<file path="src/hdl/crc_pkg.sv">
// Shared constants, opcodes, timing and register map of the call and return control unit.
`default_nettype none
package crc_pkg;
    typedef enum logic [2:0] {
        ST_FETCH,
        ST_ED_FETCH,
        ST_RD_LO,
        ST_RD_HI,
        ST_PUSH_HI,
        ST_PUSH_LO,
        ST_POP_LO,
        ST_POP_HI
    } crc_state_e;

    // Machine cycle lengths and the opcode sample state, in clock states; one clock state is one clk_i cycle.
    localparam logic [2:0] T_FETCH = 3'h4;
    localparam logic [2:0] T_FETCH_RETCC = 3'h5;
    localparam logic [2:0] T_ED_FETCH = 3'h4;
    localparam logic [2:0] T_MEM = 3'h3;
    localparam logic [2:0] T_RD_HI_TAKEN = 3'h4;
    localparam logic [2:0] T_FETCH_SAMPLE = 3'h2;

    localparam logic [7:0] OP_SUB_EXIT = 8'hC9;
    localparam logic [7:0] OP_PREFIX_ED = 8'hED;
    localparam logic [7:0] OP_SERVICE_EXIT = 8'h4D;
    localparam logic [7:0] OP_INT_ENABLE = 8'hFB;
    localparam logic [7:0] OP_MASK_GROUP = 8'hC7;
    localparam logic [7:0] OP_RETCC_BASE = 8'hC0;
    localparam logic [7:0] OP_CALLCC_BASE = 8'hC4;

    localparam int FLAG_SIGN = 7;
    localparam int FLAG_ZERO = 6;
    localparam int FLAG_PARITY = 2;
    localparam int FLAG_CARRY = 0;

    localparam logic [7:0] REG_CTRL = 8'h00;
    localparam logic [7:0] REG_PC = 8'h04;
    localparam logic [7:0] REG_SP = 8'h08;
    localparam logic [7:0] REG_FLAGS = 8'h0C;
    localparam logic [7:0] REG_STATUS = 8'h10;
    localparam int CTRL_RUN = 0;
    localparam int CTRL_IE = 1;

    localparam logic [15:0] PC_RESET = 16'h0000;
    localparam logic [15:0] SP_RESET = 16'hFFFF;
    localparam logic [7:0] FLAGS_RESET = 8'h00;
endpackage : crc_pkg
`default_nettype wire

</file>
<file path="src/hdl/crc_cond_eval.sv">
// Condition field evaluation against the flag byte.
`default_nettype none
module crc_cond_eval
    import crc_pkg::*;
(
    input wire logic [2:0] cc_i,
    input wire logic [7:0] flags_i,
    output logic true_o
);
    logic [3:0] flag_sel;

    // Pairs of codes test one flag; the low code bit asks for it set.
    assign flag_sel = {flags_i[FLAG_SIGN], flags_i[FLAG_PARITY],
                       flags_i[FLAG_CARRY], flags_i[FLAG_ZERO]};
    assign true_o = (flag_sel[cc_i[2:1]] == cc_i[0]);
endmodule : crc_cond_eval
`default_nettype wire

</file>
<file path="src/hdl/crc_tstate_timer.sv">
// Clock-state counter inside one machine cycle.
`default_nettype none
module crc_tstate_timer
    import crc_pkg::*;
(
    input wire logic clk_i,
    input wire logic rst_i,
    input wire logic hold_i,
    input wire logic [2:0] len_i,
    output logic [2:0] tcnt_o,
    output logic last_o
);
    logic [2:0] tcnt_q;
    logic [2:0] tcnt_d;

    assign last_o = !hold_i && (tcnt_q == len_i - 3'h1);
    assign tcnt_d = hold_i ? 3'h0 : (last_o ? 3'h0 : tcnt_q + 3'h1);
    assign tcnt_o = tcnt_q;

    always_ff @(posedge clk_i) begin
        if (rst_i) begin
            tcnt_q <= 3'h0;
        end else begin
            tcnt_q <= tcnt_d;
        end
    end
endmodule : crc_tstate_timer
`default_nettype wire

</file>
<file path="src/hdl/crc_core.sv">
// Call and return sequencer with its memory port and Wishbone register slave.
//
// Added by the designer: the placing of the registers and register access over Wishbone.
`default_nettype none
module crc_core
    import crc_pkg::*;
(
    input wire logic clk_i,
    input wire logic rst_i,
    input wire logic wb_cyc_i,
    input wire logic wb_stb_i,
    input wire logic wb_we_i,
    input wire logic [7:0] wb_adr_i,
    input wire logic [3:0] wb_sel_i,
    input wire logic [31:0] wb_dat_i,
    output logic [31:0] wb_dat_o,
    output logic wb_ack_o,
    output logic [15:0] mem_addr_o,
    output logic mem_rd_o,
    output logic mem_wr_o,
    output logic mem_m1_o,
    output logic [7:0] mem_wdata_o,
    input wire logic [7:0] mem_rdata_i,
    output logic service_exit_o
);
    crc_state_e state_q;
    crc_state_e state_d;
    logic [15:0] pc_q;
    logic [15:0] pc_d;
    logic [15:0] sp_q;
    logic [15:0] sp_d;
    logic [7:0] flags_q;
    logic [7:0] op_q;
    logic [7:0] op_d;
    logic [7:0] tgt_lo_q;
    logic [7:0] tgt_hi_q;
    logic run_q;
    logic ie_q;
    logic cond_q;
    logic [7:0] exit_cnt_q;
    logic [15:0] addr_q;
    logic rd_q;
    logic wr_q;
    logic m1_q;
    logic [7:0] wdata_q;
    logic exit_q;
    logic ack_q;
    logic [31:0] rdat_q;

    logic [2:0] tcnt;
    logic last;
    logic hold;
    logic [2:0] len;
    logic [2:0] cc_now;
    logic cond_now;
    logic is_retcc;
    logic is_callcc;
    logic opcode_sample;
    logic exit_seen;
    logic ie_set;
    logic bus_req;
    logic bus_wr;
    logic wr_ctrl;
    logic wr_pc;
    logic wr_sp;
    logic wr_flags;
    logic [15:0] addr_d;
    logic rd_d;
    logic wr_d;
    logic [7:0] wdata_d;
    logic [31:0] rdat_d;
    logic busy;

    // The core only halts on an instruction boundary, never in the middle of a push or pop.
    assign hold = !run_q && (state_q == ST_FETCH) && (tcnt == 3'h0);
    assign cc_now = op_q[5:3];
    assign is_retcc = ((op_q & OP_MASK_GROUP) == OP_RETCC_BASE);
    assign is_callcc = ((op_q & OP_MASK_GROUP) == OP_CALLCC_BASE);
    assign opcode_sample = !hold && (tcnt == T_FETCH_SAMPLE) &&
                           (state_q == ST_FETCH || state_q == ST_ED_FETCH);
    assign op_d = opcode_sample ? mem_rdata_i : op_q;
    assign exit_seen = opcode_sample && (state_q == ST_ED_FETCH) &&
                       (mem_rdata_i == OP_SERVICE_EXIT);
    assign ie_set = last && (state_q == ST_FETCH) && (op_q == OP_INT_ENABLE);

    crc_cond_eval u_cond (
        .cc_i(cc_now),
        .flags_i(flags_q),
        .true_o(cond_now)
    );

    always_comb begin
        case (state_q)
            ST_FETCH: len = (tcnt > T_FETCH_SAMPLE && is_retcc) ? T_FETCH_RETCC : T_FETCH;
            ST_ED_FETCH: len = T_ED_FETCH;
            ST_RD_HI: len = cond_now ? T_RD_HI_TAKEN : T_MEM;
            default: len = T_MEM;
        endcase
    end

    crc_tstate_timer u_timer (
        .clk_i(clk_i),
        .rst_i(rst_i),
        .hold_i(hold),
        .len_i(len),
        .tcnt_o(tcnt),
        .last_o(last)
    );

    // Sequencing and register updates at the end of each machine cycle.
    always_comb begin
        state_d = state_q;
        pc_d = pc_q;
        sp_d = sp_q;
        if (last) begin
            case (state_q)
                ST_FETCH: begin
                    pc_d = pc_q + 16'h0001;
                    if (op_q == OP_PREFIX_ED) begin
                        state_d = ST_ED_FETCH;
                    end else if (op_q == OP_SUB_EXIT) begin
                        state_d = ST_POP_LO;
                    end else if (is_retcc) begin
                        state_d = cond_now ? ST_POP_LO : ST_FETCH;
                    end else if (is_callcc) begin
                        state_d = ST_RD_LO;
                    end
                end
                ST_ED_FETCH: begin
                    pc_d = pc_q + 16'h0001;
                    state_d = (op_q == OP_SERVICE_EXIT) ? ST_POP_LO : ST_FETCH;
                end
                ST_RD_LO: begin
                    pc_d = pc_q + 16'h0001;
                    state_d = ST_RD_HI;
                end
                ST_RD_HI: begin
                    // Both operands are consumed either way, so pc ends past the call.
                    pc_d = pc_q + 16'h0001;
                    state_d = cond_now ? ST_PUSH_HI : ST_FETCH;
                end
                ST_PUSH_HI: begin
                    sp_d = sp_q - 16'h0001;
                    state_d = ST_PUSH_LO;
                end
                ST_PUSH_LO: begin
                    sp_d = sp_q - 16'h0001;
                    pc_d = {tgt_hi_q, tgt_lo_q};
                    state_d = ST_FETCH;
                end
                ST_POP_LO: begin
                    pc_d = {pc_q[15:8], mem_rdata_i};
                    sp_d = sp_q + 16'h0001;
                    state_d = ST_POP_HI;
                end
                ST_POP_HI: begin
                    pc_d = {mem_rdata_i, pc_q[7:0]};
                    sp_d = sp_q + 16'h0001;
                    state_d = ST_FETCH;
                end
                default: state_d = ST_FETCH;
            endcase
        end
        if (wr_pc && !run_q) begin
            pc_d = wb_dat_i[15:0];
        end
        if (wr_sp && !run_q) begin
            sp_d = wb_dat_i[15:0];
        end
    end

    // Memory strobes are registered, so they lag the cycle start by one clock.
    always_comb begin
        case (state_q)
            ST_PUSH_HI: addr_d = sp_q - 16'h0001;
            ST_PUSH_LO: addr_d = sp_q - 16'h0001;
            ST_POP_LO: addr_d = sp_q;
            ST_POP_HI: addr_d = sp_q;
            default: addr_d = pc_q;
        endcase
    end
    assign wdata_d = (state_q == ST_PUSH_HI) ? pc_q[15:8] : pc_q[7:0];
    assign wr_d = !last && (state_q == ST_PUSH_HI || state_q == ST_PUSH_LO);
    assign rd_d = !hold && !last && !(state_q == ST_PUSH_HI || state_q == ST_PUSH_LO);

    // Wishbone slave: one wait state, write applied at the edge that raises ack.
    assign bus_req = wb_cyc_i && wb_stb_i && !ack_q;
    assign bus_wr = bus_req && wb_we_i;
    assign wr_ctrl = bus_wr && (wb_adr_i == REG_CTRL) && wb_sel_i[0];
    assign wr_pc = bus_wr && (wb_adr_i == REG_PC) && (wb_sel_i[1:0] == 2'h3);
    assign wr_sp = bus_wr && (wb_adr_i == REG_SP) && (wb_sel_i[1:0] == 2'h3);
    assign wr_flags = bus_wr && (wb_adr_i == REG_FLAGS) && wb_sel_i[0];
    assign busy = !(state_q == ST_FETCH && tcnt == 3'h0);

    always_comb begin
        case (wb_adr_i)
            REG_CTRL: rdat_d = {30'h00000000, ie_q, run_q};
            REG_PC: rdat_d = {16'h0000, pc_q};
            REG_SP: rdat_d = {16'h0000, sp_q};
            REG_FLAGS: rdat_d = {24'h000000, flags_q};
            REG_STATUS: rdat_d = {16'h0000, exit_cnt_q, 6'h00, cond_q, busy};
            default: rdat_d = 32'h00000000;
        endcase
    end

    always_ff @(posedge clk_i) begin
        if (rst_i) begin
            state_q <= ST_FETCH;
            pc_q <= PC_RESET;
            sp_q <= SP_RESET;
            op_q <= 8'h00;
        end else begin
            state_q <= state_d;
            pc_q <= pc_d;
            sp_q <= sp_d;
            op_q <= op_d;
        end
    end

    always_ff @(posedge clk_i) begin
        if (rst_i) begin
            tgt_lo_q <= 8'h00;
            tgt_hi_q <= 8'h00;
            cond_q <= 1'b0;
        end else if (last && state_q == ST_RD_LO) begin
            tgt_lo_q <= mem_rdata_i;
        end else if (last && state_q == ST_RD_HI) begin
            tgt_hi_q <= mem_rdata_i;
            cond_q <= cond_now;
        end
    end

    // Flags are written only by software; no sequence here touches them.
    always_ff @(posedge clk_i) begin
        if (rst_i) begin
            flags_q <= FLAGS_RESET;
        end else if (wr_flags) begin
            flags_q <= wb_dat_i[7:0];
        end
    end

    // The enable opcode sets the bit and wins over a software clear in the same cycle.
    always_ff @(posedge clk_i) begin
        if (rst_i) begin
            run_q <= 1'b0;
            ie_q <= 1'b0;
        end else begin
            run_q <= wr_ctrl ? wb_dat_i[CTRL_RUN] : run_q;
            ie_q <= ie_set | (wr_ctrl ? wb_dat_i[CTRL_IE] : ie_q);
        end
    end

    always_ff @(posedge clk_i) begin
        if (rst_i) begin
            exit_q <= 1'b0;
            exit_cnt_q <= 8'h00;
        end else begin
            exit_q <= exit_seen;
            exit_cnt_q <= exit_cnt_q + {7'h00, exit_seen};
        end
    end

    always_ff @(posedge clk_i) begin
        if (rst_i) begin
            addr_q <= 16'h0000;
            rd_q <= 1'b0;
            wr_q <= 1'b0;
            m1_q <= 1'b0;
            wdata_q <= 8'h00;
        end else begin
            addr_q <= addr_d;
            rd_q <= rd_d;
            wr_q <= wr_d;
            m1_q <= rd_d && (state_q == ST_FETCH || state_q == ST_ED_FETCH);
            wdata_q <= wdata_d;
        end
    end

    always_ff @(posedge clk_i) begin
        if (rst_i) begin
            ack_q <= 1'b0;
            rdat_q <= 32'h00000000;
        end else begin
            ack_q <= bus_req;
            rdat_q <= bus_req ? rdat_d : rdat_q;
        end
    end

    assign wb_ack_o = ack_q;
    assign wb_dat_o = rdat_q;
    assign mem_addr_o = addr_q;
    assign mem_rd_o = rd_q;
    assign mem_wr_o = wr_q;
    assign mem_m1_o = m1_q;
    assign mem_wdata_o = wdata_q;
    assign service_exit_o = exit_q;

    // Clocks since the current instruction began, read only by the checks below.
    logic [4:0] ins_clk_q;
    logic sw_write;
    always_ff @(posedge clk_i) begin
        if (rst_i || hold || (last && state_d == ST_FETCH)) begin
            ins_clk_q <= 5'h00;
        end else begin
            ins_clk_q <= ins_clk_q + 5'h01;
        end
    end
    assign sw_write = bus_wr;

    AST_CALL_TARGET: assert property (@(posedge clk_i) disable iff (rst_i)
        (last && state_q == ST_PUSH_LO) |=> (pc_q == {tgt_hi_q, tgt_lo_q}) && state_q == ST_FETCH)
        else $error("call did not load the target address");

    AST_CALL_NOSTACK: assert property (@(posedge clk_i) disable iff (rst_i)
        (last && state_q == ST_RD_HI && !cond_now && !sw_write) |=>
        (state_q == ST_FETCH) && $stable(sp_q))
        else $error("untaken call touched the stack");

    AST_PUSH_ORDER: assert property (@(posedge clk_i) disable iff (rst_i)
        (mem_wr_o && state_q == ST_PUSH_HI) |-> (mem_addr_o == sp_q - 16'h0001) &&
        (mem_wdata_o == pc_q[15:8]))
        else $error("high byte push at wrong address or data");

    AST_CALL_TAKEN_LEN: assert property (@(posedge clk_i) disable iff (rst_i)
        (last && state_q == ST_PUSH_LO) |-> (ins_clk_q == 5'h10))
        else $error("taken call is not 17 clocks");

    AST_CALL_SKIP_LEN: assert property (@(posedge clk_i) disable iff (rst_i)
        (last && state_q == ST_RD_HI && !cond_now) |-> (ins_clk_q == 5'h09))
        else $error("untaken call is not 10 clocks");

    AST_POP_HIGH: assert property (@(posedge clk_i) disable iff (rst_i)
        (last && state_q == ST_POP_HI && !sw_write) |=>
        (pc_q[15:8] == $past(mem_rdata_i)) && (sp_q == $past(sp_q) + 16'h0001))
        else $error("pop of the high byte went wrong");

    AST_RETCC_SKIP: assert property (@(posedge clk_i) disable iff (rst_i)
        (last && state_q == ST_FETCH && is_retcc && !cond_now && !sw_write) |->
        (ins_clk_q == 5'h04) ##1 (state_q == ST_FETCH && $stable(sp_q)))
        else $error("untaken return moved the stack");

    AST_EXIT_LEN: assert property (@(posedge clk_i) disable iff (rst_i)
        (last && state_q == ST_POP_HI && op_q == OP_SERVICE_EXIT) |-> (ins_clk_q == 5'h0D))
        else $error("interrupt return is not 14 clocks");

    AST_EXIT_PULSE: assert property (@(posedge clk_i) disable iff (rst_i)
        service_exit_o |-> !$past(service_exit_o) ##[1:5] (state_q == ST_POP_LO))
        else $error("exit pulse without a following pop");

    AST_IE_KEPT: assert property (@(posedge clk_i) disable iff (rst_i)
        (state_q == ST_POP_LO && !wr_ctrl) |=> $stable(ie_q))
        else $error("return altered the interrupt enable");

    AST_FLAGS_KEPT: assert property (@(posedge clk_i) disable iff (rst_i)
        !wr_flags |=> $stable(flags_q))
        else $error("flags changed without a software write");

    COV_CALL_TAKEN: cover property (@(posedge clk_i) disable iff (rst_i)
        last && state_q == ST_PUSH_LO);
    COV_CALL_SKIP: cover property (@(posedge clk_i) disable iff (rst_i)
        last && state_q == ST_RD_HI && !cond_now);
    COV_SERVICE_EXIT: cover property (@(posedge clk_i) disable iff (rst_i)
        service_exit_o);
    COV_RETCC_SKIP: cover property (@(posedge clk_i) disable iff (rst_i)
        last && state_q == ST_FETCH && is_retcc && !cond_now);
endmodule : crc_core
`default_nettype wire

</file>
<file path="config.mk">
export PLATFORM = sky130hd
export DESIGN_NAME = crc_core
export DESIGN_NICKNAME = d
export VERILOG_FILES = /design/src/hdl/crc_pkg.sv /design/src/hdl/crc_cond_eval.sv /design/src/hdl/crc_tstate_timer.sv /design/src/hdl/crc_core.sv
export SDC_FILE = /design/constraint.sdc
export NUM_CORES = 1
export LEC_CHECK = 0
export BUFFER_PORTS_ARGS = -buffer_cell sky130_fd_sc_hd__buf_2
export CAP_MARGIN = 20
export CORE_ASPECT_RATIO = 1.5
export CORE_MARGIN = 2
export CORE_UTILIZATION = 52
export CTS_CLUSTER_DIAMETER = 60
export DETAILED_ROUTE_END_ITERATION = 12
export GPL_TIMING_DRIVEN = 0
export PLACE_DENSITY_LB_ADDON = 0.05
export SLEW_MARGIN = 40
export SYNTH_ARGS = -nofsm -noshare
export SYNTH_HDL_FRONTEND = slang
export SYNTH_HIERARCHICAL = 1
export SYNTH_SLANG_ARGS = --single-unit
</file>
<file path="constraint.sdc">
create_clock -name clk_i -period 4.1 [get_ports clk_i]
set_clock_uncertainty 0.2 [all_clocks]
set_input_delay 0.82 -clock clk_i [delete_from_list [all_inputs] [get_ports clk_i]]
set_output_delay 0.82 -clock clk_i [all_outputs]
set_load 0.02 [all_outputs]
</file>
-- Word-level counts from Yosys, hierarchy flattened
Index checks and enable logic that the tools add are counted.
- register bits after elaboration: 142
- input bits: 57
- output and inout port bits: 61
- word-level logic and storage cells: 135
- $add $sub $neg: 6
- $lt $le $gt $ge: 2
- equality and inequality tests: 25
- mux-type cells: 23
- bitwise logic cells: 2
- reductions and logical operators: 56
- operator list (kind ; number):
    16-bit case mux with 5 select lines ; 1
    16-bit 2-to-1 mux ; 4
    16-bit case mux with 2 select lines ; 2
    16-bit case mux with 4 select lines ; 1
    16-bit by 1-bit adder with 16-bit output, second input constant ; 2
    1-bit logical AND ; 30
    8-bit == test, second input constant ; 3
    3-bit 2-to-1 mux ; 8
    3-bit case mux with 7 select lines ; 1
    8-bit by 4-bit == test with 1-bit output, second input constant ; 2
    8-bit by 7-bit == test with 1-bit output, second input constant ; 2
    16-bit by 1-bit subtractor with 16-bit output, second input constant ; 1
    3-bit == test, second input constant ; 4
    5-bit == test, second input constant ; 2
    3-bit by 2-bit == test with 1-bit output, second input constant ; 3
    3-bit case mux with 3 select lines ; 1
    8-bit by 1-bit adder with 8-bit output ; 1
    8-bit by 3-bit == test with 1-bit output, second input constant ; 1
    8-bit by 5-bit == test with 1-bit output, second input constant ; 1
    8-bit zero test ; 1
    8-bit 2-to-1 mux ; 1
    4-bit nonzero test ; 2
    1-bit zero test ; 6
    3-bit zero test ; 2
    22 further kinds ; 32

-- Depth between registers and ports, before layout
Gate-level depths: netlist (run 1).
- word-level depth: 12
- mapped depth: 17
- depth with buffers taken out: 14

-- Cells and area by module
Netlist (run 1), hierarchy kept.
- by module, submodules not included (module ; times used ; cells each ; area an instance (um2)):
    crc_core ; 1 ; 866 ; 6930.4
    crc_tstate_timer ; 1 ; 17 ; 196.4
    crc_cond_eval ; 1 ; 2 ; 31.3

-- Worst setup path after synthesis (run 1)
OpenSTA, ideal clock, no wires.
- path type: register -> register
- start: reg state_q[2]
- end: reg sp_q[10]
- library setup time: 129 ps
- arrival: 3820 ps
- slack: -49 ps
- stages on the path, launching flop included: 17
- buffers on the path: 5
- period minus slack after synthesis: 4149 ps
- path through: dfxtp_1 > buf_2 > clkbuf_1 > clkbuf_1 > clkbuf_1 > a21oi_1 > o41ai_1 > inv_1 > ha_1 > xor2_1 > and4b_2 > clkbuf_1 > inv_1 > or4_1 > o22ai_1 > xnor2_1 > o21ai_0
- cells in the longest elaborated chain, start to end: 7
- RTL lines (element ; RTL line ; text):
    from (decl) ; crc_core.sv:26 ; crc_state_e state_q;
    from (signal assigned) ; crc_core.sv:213 ; state_q <= state_d;
    3-bit by 2-bit == test with 1-bit output (tied with other cells) ; crc_core.sv:93 ; case (state_q)
    3-bit case mux with 3 select lines * ; crc_core.sv:93 ;
    named net len[2] ; crc_core.sv:53 ; logic [2:0] len;
    3-bit by 1-bit subtractor with 3-bit output * ; crc_tstate_timer.sv:16 ; assign last_o = !hold_i && (tcnt_q == len_i - 3'h1);
    3-bit == test * ; crc_tstate_timer.sv:16 ;
    1-bit logical AND * ; crc_tstate_timer.sv:16 ;
    named net last ; crc_core.sv:51 ; logic last;
    2-bit nonzero test (no line) * ; - ;
    2-bit AND reduction (no line) * ; - ;
    to (signal assigned) ; crc_core.sv:215 ; sp_q <= sp_d;
    to (decl) ; crc_core.sv:30 ; logic [15:0] sp_q;
Mark *: on every way through the listed nets, which the timed path passes. The rest lies on a longest branch. The select of a mux whose other input is x is not followed.
A chain may end at the register's enable or synchronous reset.

-- Worst setup path after layout (run 1)
- start: reg op_q[4]
- end: reg sp_q[10]
- cells in the longest elaborated chain, start to end: 10
- RTL lines (element ; RTL line ; text):
    from (decl) ; crc_core.sv:33 ; logic [7:0] op_q;
    from (signal assigned) ; crc_core.sv:216 ; op_q <= op_d;
    1-bit binary-select mux with 2-bit select ; crc_cond_eval.sv:15 ; assign true_o = (flag_sel[cc_i[2:1]] == cc_i[0]);
    1-bit 2-to-1 mux (implied by the code) ; crc_cond_eval.sv:15 ;
    1-bit == test ; crc_cond_eval.sv:15 ;
    named net cond_now ; crc_core.sv:55 ; logic cond_now;
    3-bit 2-to-1 mux ; crc_core.sv:96 ; ST_RD_HI: len = cond_now ? T_RD_HI_TAKEN : T_MEM;
    3-bit case mux with 3 select lines ; crc_core.sv:93 ;
    named net len[2] ; crc_core.sv:53 ;
    3-bit by 1-bit subtractor with 3-bit output ; crc_tstate_timer.sv:16 ;
    3-bit == test ; crc_tstate_timer.sv:16 ;
    1-bit logical AND ; crc_tstate_timer.sv:16 ;
    named net last ; crc_core.sv:51 ;
    2-bit nonzero test (no line) ; - ;
    2-bit AND reduction (no line) ; - ;
The timed path passes the listed nets, and every way through them passes these cells. The select of a mux whose other input is x is not followed.

==> reports/metrics.yaml, run 1 <==
status: "complete, no violations"
drt_first_pass_iters: 6
slew_viol_final: 0
final_util_pct: 64.86
portBuffers: 81
synthCells: 885
netlist_area_um2: 7158
drtAntennaViolNets: 0
dieArea_um2: 14740
crit_fanout: 8
cts_hold_buf: 0
cts_buffer_depth: 2
hpwl_mm: 19.26
vdd_drop_max_uv: 235.4
period_minus_slack_ns: 4.045
multi_input_area_um2: 4310
grt_setup_unrepaired: "yes"
avgSynthCellArea_um2: 8.088
initial_core_util_pct: 53.15
drc_errors: 0
critPathRequiredTime_ns: 4.20
r2r_start: "op_q[4]"
synth_seq_cells: 126
first_global_vias: 6890
powerDensity_nw_per_um2: 339.1
fmax_mhz: 247.2
cts_max_level: 4
ctsRootBufferMaster: "clkbuf_16"
critPathCaptureType: "register"
fp.dieW_um: 99.80
fin_nets: 1078
ys_top_cells_by_area: "dfxtp_1 (35%), nor2_1 (5.5%), mux2i_1 (4.9%)"
setup_viol: 0
grt_usage_pct: 35.03
cts.sinks: 126
chipHeight_um: 147.7
crit_path_start_kind: "register"
crit_path_start: "op_q[4]"
cts_tree: "built"
viasPerCell: 6.210
grt_pass1_wl_mm: 38.87
max-slew-margin-rel_pct: 45.86
core-area_um2: 13470
critPathKind: "reg -> reg"
io_pins: 118
power.total_w: 0.002963
grt_max_degree: 17
num_rows: 52
yosysTopAreaCell: "dfxtp_1"
dp.cells: 1143
layout.cells.non_filler: 1189
wl_per_cell_um: 21.95
worstPathArrival_ns: 4.14
yosysMostFrequentCell: "dfxtp_1"
finalCritPeriodShare_pct: 98.67
hold_violations: 0
fin_ws_ns: 0.05455
overflow: 0
clkSlewWorstSetupHoldPaths_ns: 0.06
reg2reg_depth: 16
drtIter0Drc: 685
async_flop_share_pct: 0
wirelength_mm: 26.10
synth-warning-count: 6
cpMostUsedCell: "inv_1"
synthToLayoutAreaGrowth_pct: 22.04
cp_cell_sequence: "mux4_2 -> xnor2_4 -> nand2_2 -> a21oi_4 -> buf_4 -> inv_1 -> inv_1 -> ha_1 -> xor2_2 -> and4b_2 -> buf_8 -> clkinvlp_4 -> or4_4 -> o22ai_4 -> xnor2_1 -> o21ai_0"
num_antenna_cells: 0
register_area_um2: 2526
place_ws_ns: -1.236
p_leak_nw: 3.419
gp_congestion: 0.9860
tightest_slew_ns: 0.8120
yosys-top-cells-count: "dfxtp_1 (126), nor2_1 (104), nand2_1 (90), a21oi_1 (55), clkbuf_1 (44)"
cp_slowest_cell: "mux4_2"
antenna_found_initial: 0
cpPeakStageDelay_ns: 0.58
vias: 7384
synthFlopType: "dfxtp_1"
holdPathStages: 2
ys_seq_area_share_pct: 35.24
clk_latency_ns: 0.43
cts-buffers-inserted: 17
worst_hold_slack_ns: 0.2440
min_from: "wb_dat_o[13]"
hp-class: "reg -> reg"
nFillCells: 1191
cap_violations: 0
synth_edf_count: 0
netlist-cell-type-count: 80
layout-drive-gt1-share_pct: 21.42
synth_top_area_share_pct: 35.24
final timing paths:
path | to | slack (ns)
worst max-delay path | sp_q[10] | 0.05
worst max register to register | sp_q[10] | 0.05
worst min register to register | wb_dat_o[13] | 0.24
worst min-delay path | wb_dat_o[13] | 0.24
flip-flops by register name, indices dropped and copies added, names as in the netlist:
name / cells
exit_cnt_q: 8
pc_q: 16
state_q: 3
op_q: 8
mem_addr_o: 16
tgt_hi_q: 8
wb_dat_o: 16
wb_ack_o: 1
tgt_lo_q: 8
cond_q: 1
mem_rd_o: 1
flags_q: 8
mem_wdata_o: 8
mem_wr_o: 1
ie_q: 1
sp_q: 16
u_timer/tcnt_o: 3
run_q: 1
mem_m1_o: 1
service_exit_o: 1
cells by family (layout without fill, tap and decap cells):
| kind of cell | Yosys count | after routing | share of synthesized area, % |
|---|---|---|---|
| buf+inv | 107 | 234 | 7.394 |
| mux | 44 | 44 | 6.625 |
| fa+ha+maj | 7 | 7 | 1.224 |
| xor+xnor | 39 | 39 | 4.982 |
| simple gates | 358 | 358 | 25.33 |
| compound gates | 203 | 203 | 19.16 |
| flops | 126 | 126 | 35.24 |
| other cells | 1 | 16 | 0.05239 |
stage by stage:
| step | cell area, um^2 | TNS (ns) |
|---|---|---|
| global placement | 7824 | -40.07 |
| floorplan | 7216 | 0 |
| global route | 8736 | -0.06247 |
| CTS | 8650 | 0 |
| detailed placement | 7830 | -41.88 |
| finish | 8736 | 0 |
repair_timing:
item / 4_1_cts / 5_1_grt
pin swaps: 4 / 7
endpoints found under the setup margin: 56 / 38
gates resized for setup: 30 / 12
buffers inserted: 9 / 7
where the power goes:
part | internal [W] | switching [W] | total (W)
Combinational | 0.0000444 | 0.0000992 | 0.000144
Sequential | 0.00122 | 0.000000643 | 0.00123
Clock | 0.000966 | 0.000628 | 0.00159
Total | 0.00224 | 0.000727 | 0.00296
layout make-up:
| type | instances | share of cell area [%] |
|---|---|---|
| buffer | 87 | 5.557 |
| clock buffer | 17 | 4.870 |
| clock inverter | 15 | 2.163 |
| inverter | 18 | 0.8164 |
| multi-input combinational | 667 | 49.34 |
| sequential | 126 | 28.92 |
| tap | 162 | 2.320 |
| timing repair buffer | 97 | 6.015 |
layer usage:
metal  global-route usage, %  vias to the layer above  share of wire [%]
li1                        -                     3431                  -
met1                   39.57                     3399                 36
met2                   60.44                      421                 49
met3                   5.343                      133                6.7
met4                   22.88                        0                8.1
met5                       0                        -                  0
placed cells by master (no fill, tap or decap), drive strengths merged, types with 4 or more instances in the layout:
| cell | n |
|---|---|
| and3 | 11 |
| or2 | 5 |
| o221ai | 7 |
| a22o | 6 |
| nand2b | 4 |
| nand2 | 91 |
| dfxtp | 126 |
| mux2 | 7 |
| ha | 7 |
| xor2 | 20 |
| inv | 19 |
| nor4 | 16 |
| a32oi | 5 |
| and2 | 8 |
| clkbuf | 55 |
| a211oi | 15 |
| nand4b | 4 |
| nor2b | 7 |
| buf | 146 |
| and4 | 9 |
| nor3 | 19 |
| or4 | 9 |
| nand3 | 35 |
| mux2i | 35 |
| conb | 16 |
| a311oi | 4 |
| clkinv | 9 |
| o21ai | 36 |
| a21oi | 55 |
| or3 | 9 |
| a31oi | 9 |
| a22oi | 16 |
| a221oi | 5 |
| xnor2 | 18 |
| o41ai | 6 |
| nor2 | 105 |
| nand4 | 12 |
| o211ai | 7 |
worst max-delay path, delay by kind of cell (launching register included):
kind / cells / cell delay, ns
DFF: 1 / 0.38
xor gates and xnor gates: 3 / 0.55
and+or+nand+nor: 3 / 0.94
adders and majority gates: 1 / 0.24
muxes: 1 / 0.58
buffers and inverters: 5 / 0.55
AOI/OAI and AO/OA: 3 / 0.47
Note: power is estimated with default switching activity, not from simulation.
==> run 2: changes to the inputs <==
--- a/config.mk
+++ b/config.mk
@@ -9,7 +9,7 @@
 export CAP_MARGIN = 20
 export CORE_ASPECT_RATIO = 1.5
 export CORE_MARGIN = 2
-export CORE_UTILIZATION = 52
+export CORE_UTILIZATION = 57
 export CTS_CLUSTER_DIAMETER = 60
 export DETAILED_ROUTE_END_ITERATION = 12
 export GPL_TIMING_DRIVEN = 0
==> constraint.sdc (replaced) <==
create_clock -name clk_i -period 4.5 [get_ports clk_i]
set_clock_uncertainty 0.2 [all_clocks]
set_input_delay 0.9 -clock clk_i [delete_from_list [all_inputs] [get_ports clk_i]]
set_output_delay 0.9 -clock clk_i [all_outputs]
set_load 0.02 [all_outputs]
==> reports/metrics.yaml, run 2 (synthesized netlist as in run 1, its figures left out) <==
cpPeakStageDelay_ns: 0.61  # +0.03 ns
hpwl_mm: 18.44  # -4.3%
synthToLayoutAreaGrowth_pct: 18.81
final_common_cell: "dfxtp_1"
portBuffers: 81  # unchanged
grt_use_met1_pct: 40.59  # +1.0 points
p_switching_w: 0.0006676  # -8.2%
cts_buffer_depth: 2  # unchanged
cts_hold_buf: 0  # unchanged
critPathCaptureType: "register"
drc_errors: 0  # unchanged
num_rows: 50  # -3.8%
core-area_um2: 12390  # -8.0%
worst_hold_slack_ns: 0.2431  # -0.0008540 ns
hp-class: "reg -> reg"
io_pins: 118  # unchanged
period_minus_slack_ns: 4.337  # +0.2915 ns
critPathKind: "reg -> reg"
fp.dieW_um: 95.50  # -4.3%
overflow: 0  # unchanged
vias: 7458  # +1.0%
grt_setup_unrepaired: "no"
fin_nets: 1067  # -1.0%
grt_usage_pct: 36.85  # +1.8 points
drt_first_pass_iters: 5  # -1
fin_ws_ns: 0.1631  # +0.1085 ns
critPathRequiredTime_ns: 4.60  # +0.40 ns
layout-drive-gt1-share_pct: 19.88  # -1.5 points
place_ws_ns: -1.029  # +0.2062 ns
antenna_found_initial: 0  # unchanged
num_antenna_cells: 0  # unchanged
nFillCells: 1097  # -7.9%
clkSlewWorstSetupHoldPaths_ns: 0.06  # about the same
viasPerCell: 6.363  # +2.5%
cap_violations: 0  # unchanged
finalCritPeriodShare_pct: 96.38  # -2.3 points
dp.cells: 1137  # -0.52%
worstPathArrival_ns: 4.44  # +0.30 ns
ctsRootBufferMaster: "clkbuf_16"
cts_max_level: 4  # unchanged
seqPwrFrac_pct: 43.0  # +1.6 points
top_usage_layer: "met2"
grt_pass1_wl_mm: 36.93  # -5.0%
dieArea_um2: 13490  # -8.5%
cp_slowest_cell: "or4_1"
status: "complete, no violations"
layout.cells.non_filler: 1172  # -1.4%
chipHeight_um: 141.2  # -4.4%
most-common-layout-cells: "dfxtp_1 (125), nor2_1 (104), buf_2 (100), nand2_1 (90), a21oi_1 (53)"
internal_power_w: 0.001931  # -14%
grt_max_degree: 17  # unchanged
clk_latency_ns: 0.43  # about the same
drtAntennaViolNets: 0  # unchanged
drtIter0Drc: 745  # +8.8%
sw_frac_of_total_pct: 25.69  # +1.1 points
max-slew-margin-rel_pct: 45.17  # -0.69 points
wl_per_cell_um: 21.20  # -3.4%
initial_core_util_pct: 57.79  # +4.6 points
slew_viol_final: 0  # unchanged
cp_cell_sequence: "buf_2 -> or3_1 -> o41ai_2 -> inv_1 -> ha_1 -> xnor3_2 -> and4b_2 -> clkbuf_4 -> clkinvlp_4 -> or4_1 -> o22ai_2 -> xnor2_1 -> o21ai_0"
hold_violations: 0  # unchanged
p_comb_share_pct: 4.9  # about the same
crit_path_start_kind: "register"
vdd_drop_max_uv: 246.2  # +4.6%
setup_viol: 0  # unchanged
use_met2_pct: 60.79  # +0.35 points
crit_fanout: 10  # +2
grtUsageMet3_pct: 7.108  # +1.8 points
final.setup.tns_ns: 0  # unchanged
cts-buffers-inserted: 17  # unchanged
fmax_mhz: 230.6  # -6.7%
clkPwrFrac_pct: 52.1  # -1.7 points
cts_tree: "built"
tightest_slew_ns: 0.8149  # +0.002892 ns
first_global_vias: 6822  # -0.99%
gp_congestion: 1.002  # +1.6%
powerDensity_nw_per_um2: 305.6  # -9.9%
p_leak_nw: 3.295  # -3.6%
wirelength_mm: 24.85  # -4.8%
cts.sinks: 126  # unchanged
[run 2: power groups by stage]
stage	Sequential, W	Clock, W	Combinational, W
floorplan	0.00114	0	0.0000686
global placement	0.00114	0	0.000124
detailed placement	0.00114	0	0.000124
CTS	0.00112	0.00135	0.000124
global route	0.00112	0.00141	0.000135
finish	0.00112	0.00135	0.000128
[run 2: what timing repair did]
item / 4_1_cts / 5_1_grt
setup endpoints to repair: 51 / 34
pin swaps: 0 / 1
hold endpoints to repair: 0 / 0
gates resized for setup: 16 / 9
setup buffers: 0 / 4
[run 2: cell type report]
type / instances / area (um^2) / share of cell area (%)
Multi-Input combinational cell: 667 / 4234 / 49.79
Clock inverter: 15 / 147.6 / 1.736
Inverter: 18 / 71.32 / 0.8386
Sequential cell: 126 / 2524 / 29.67
Tap cell: 156 / 195.2 / 2.295
Clock buffer: 17 / 425.4 / 5.002
Timing Repair Buffer: 85 / 435.4 / 5.120
Buffer: 88 / 471.7 / 5.547
[run 2: worst paths after layout]
path / start / end / slack (ns) / cells after the start
worst max-delay path: state_q[1] / sp_q[10] / 0.16 / 13
worst min-delay path: wb_dat_o[12] / wb_dat_o[12] / 0.24 / 2
worst max register to register: state_q[1] / sp_q[10] / 0.16 / 13
worst min register to register: wb_dat_o[12] / wb_dat_o[12] / 0.24 / 2
[run 2: critical path: cells and delay by family, from the launching register on]
family                   cells  cell delay, ns
AO/OA/AOI/OAI                3            0.83
XOR/XNOR                     2            0.48
adder cells (fa/ha/maj)      1            0.23
buffers and inverters        4            0.74
flip-flops                   1            0.35
AND/OR/NAND/NOR              3            1.36
[run 2: per-stage QoR]
stage,instance area [um^2],power [W],utilization (%)
2_1_floorplan,7214,0.001211,-
3_3_place_gp,7815,0.001266,63.09
3_5_place_dp,7815,0.001266,63.09
4_1_cts,8453,0.002590,68.24
5_1_grt,8504,0.002658,68.66
6_report,8504,0.002599,68.66
[run 2: layer usage]
layer  routed length (um)  up-vias
met1                 8509     3411
met5                    0        -
met2                11940      451
met4                 2250        0
met3                 2144      161
li1                     -     3435
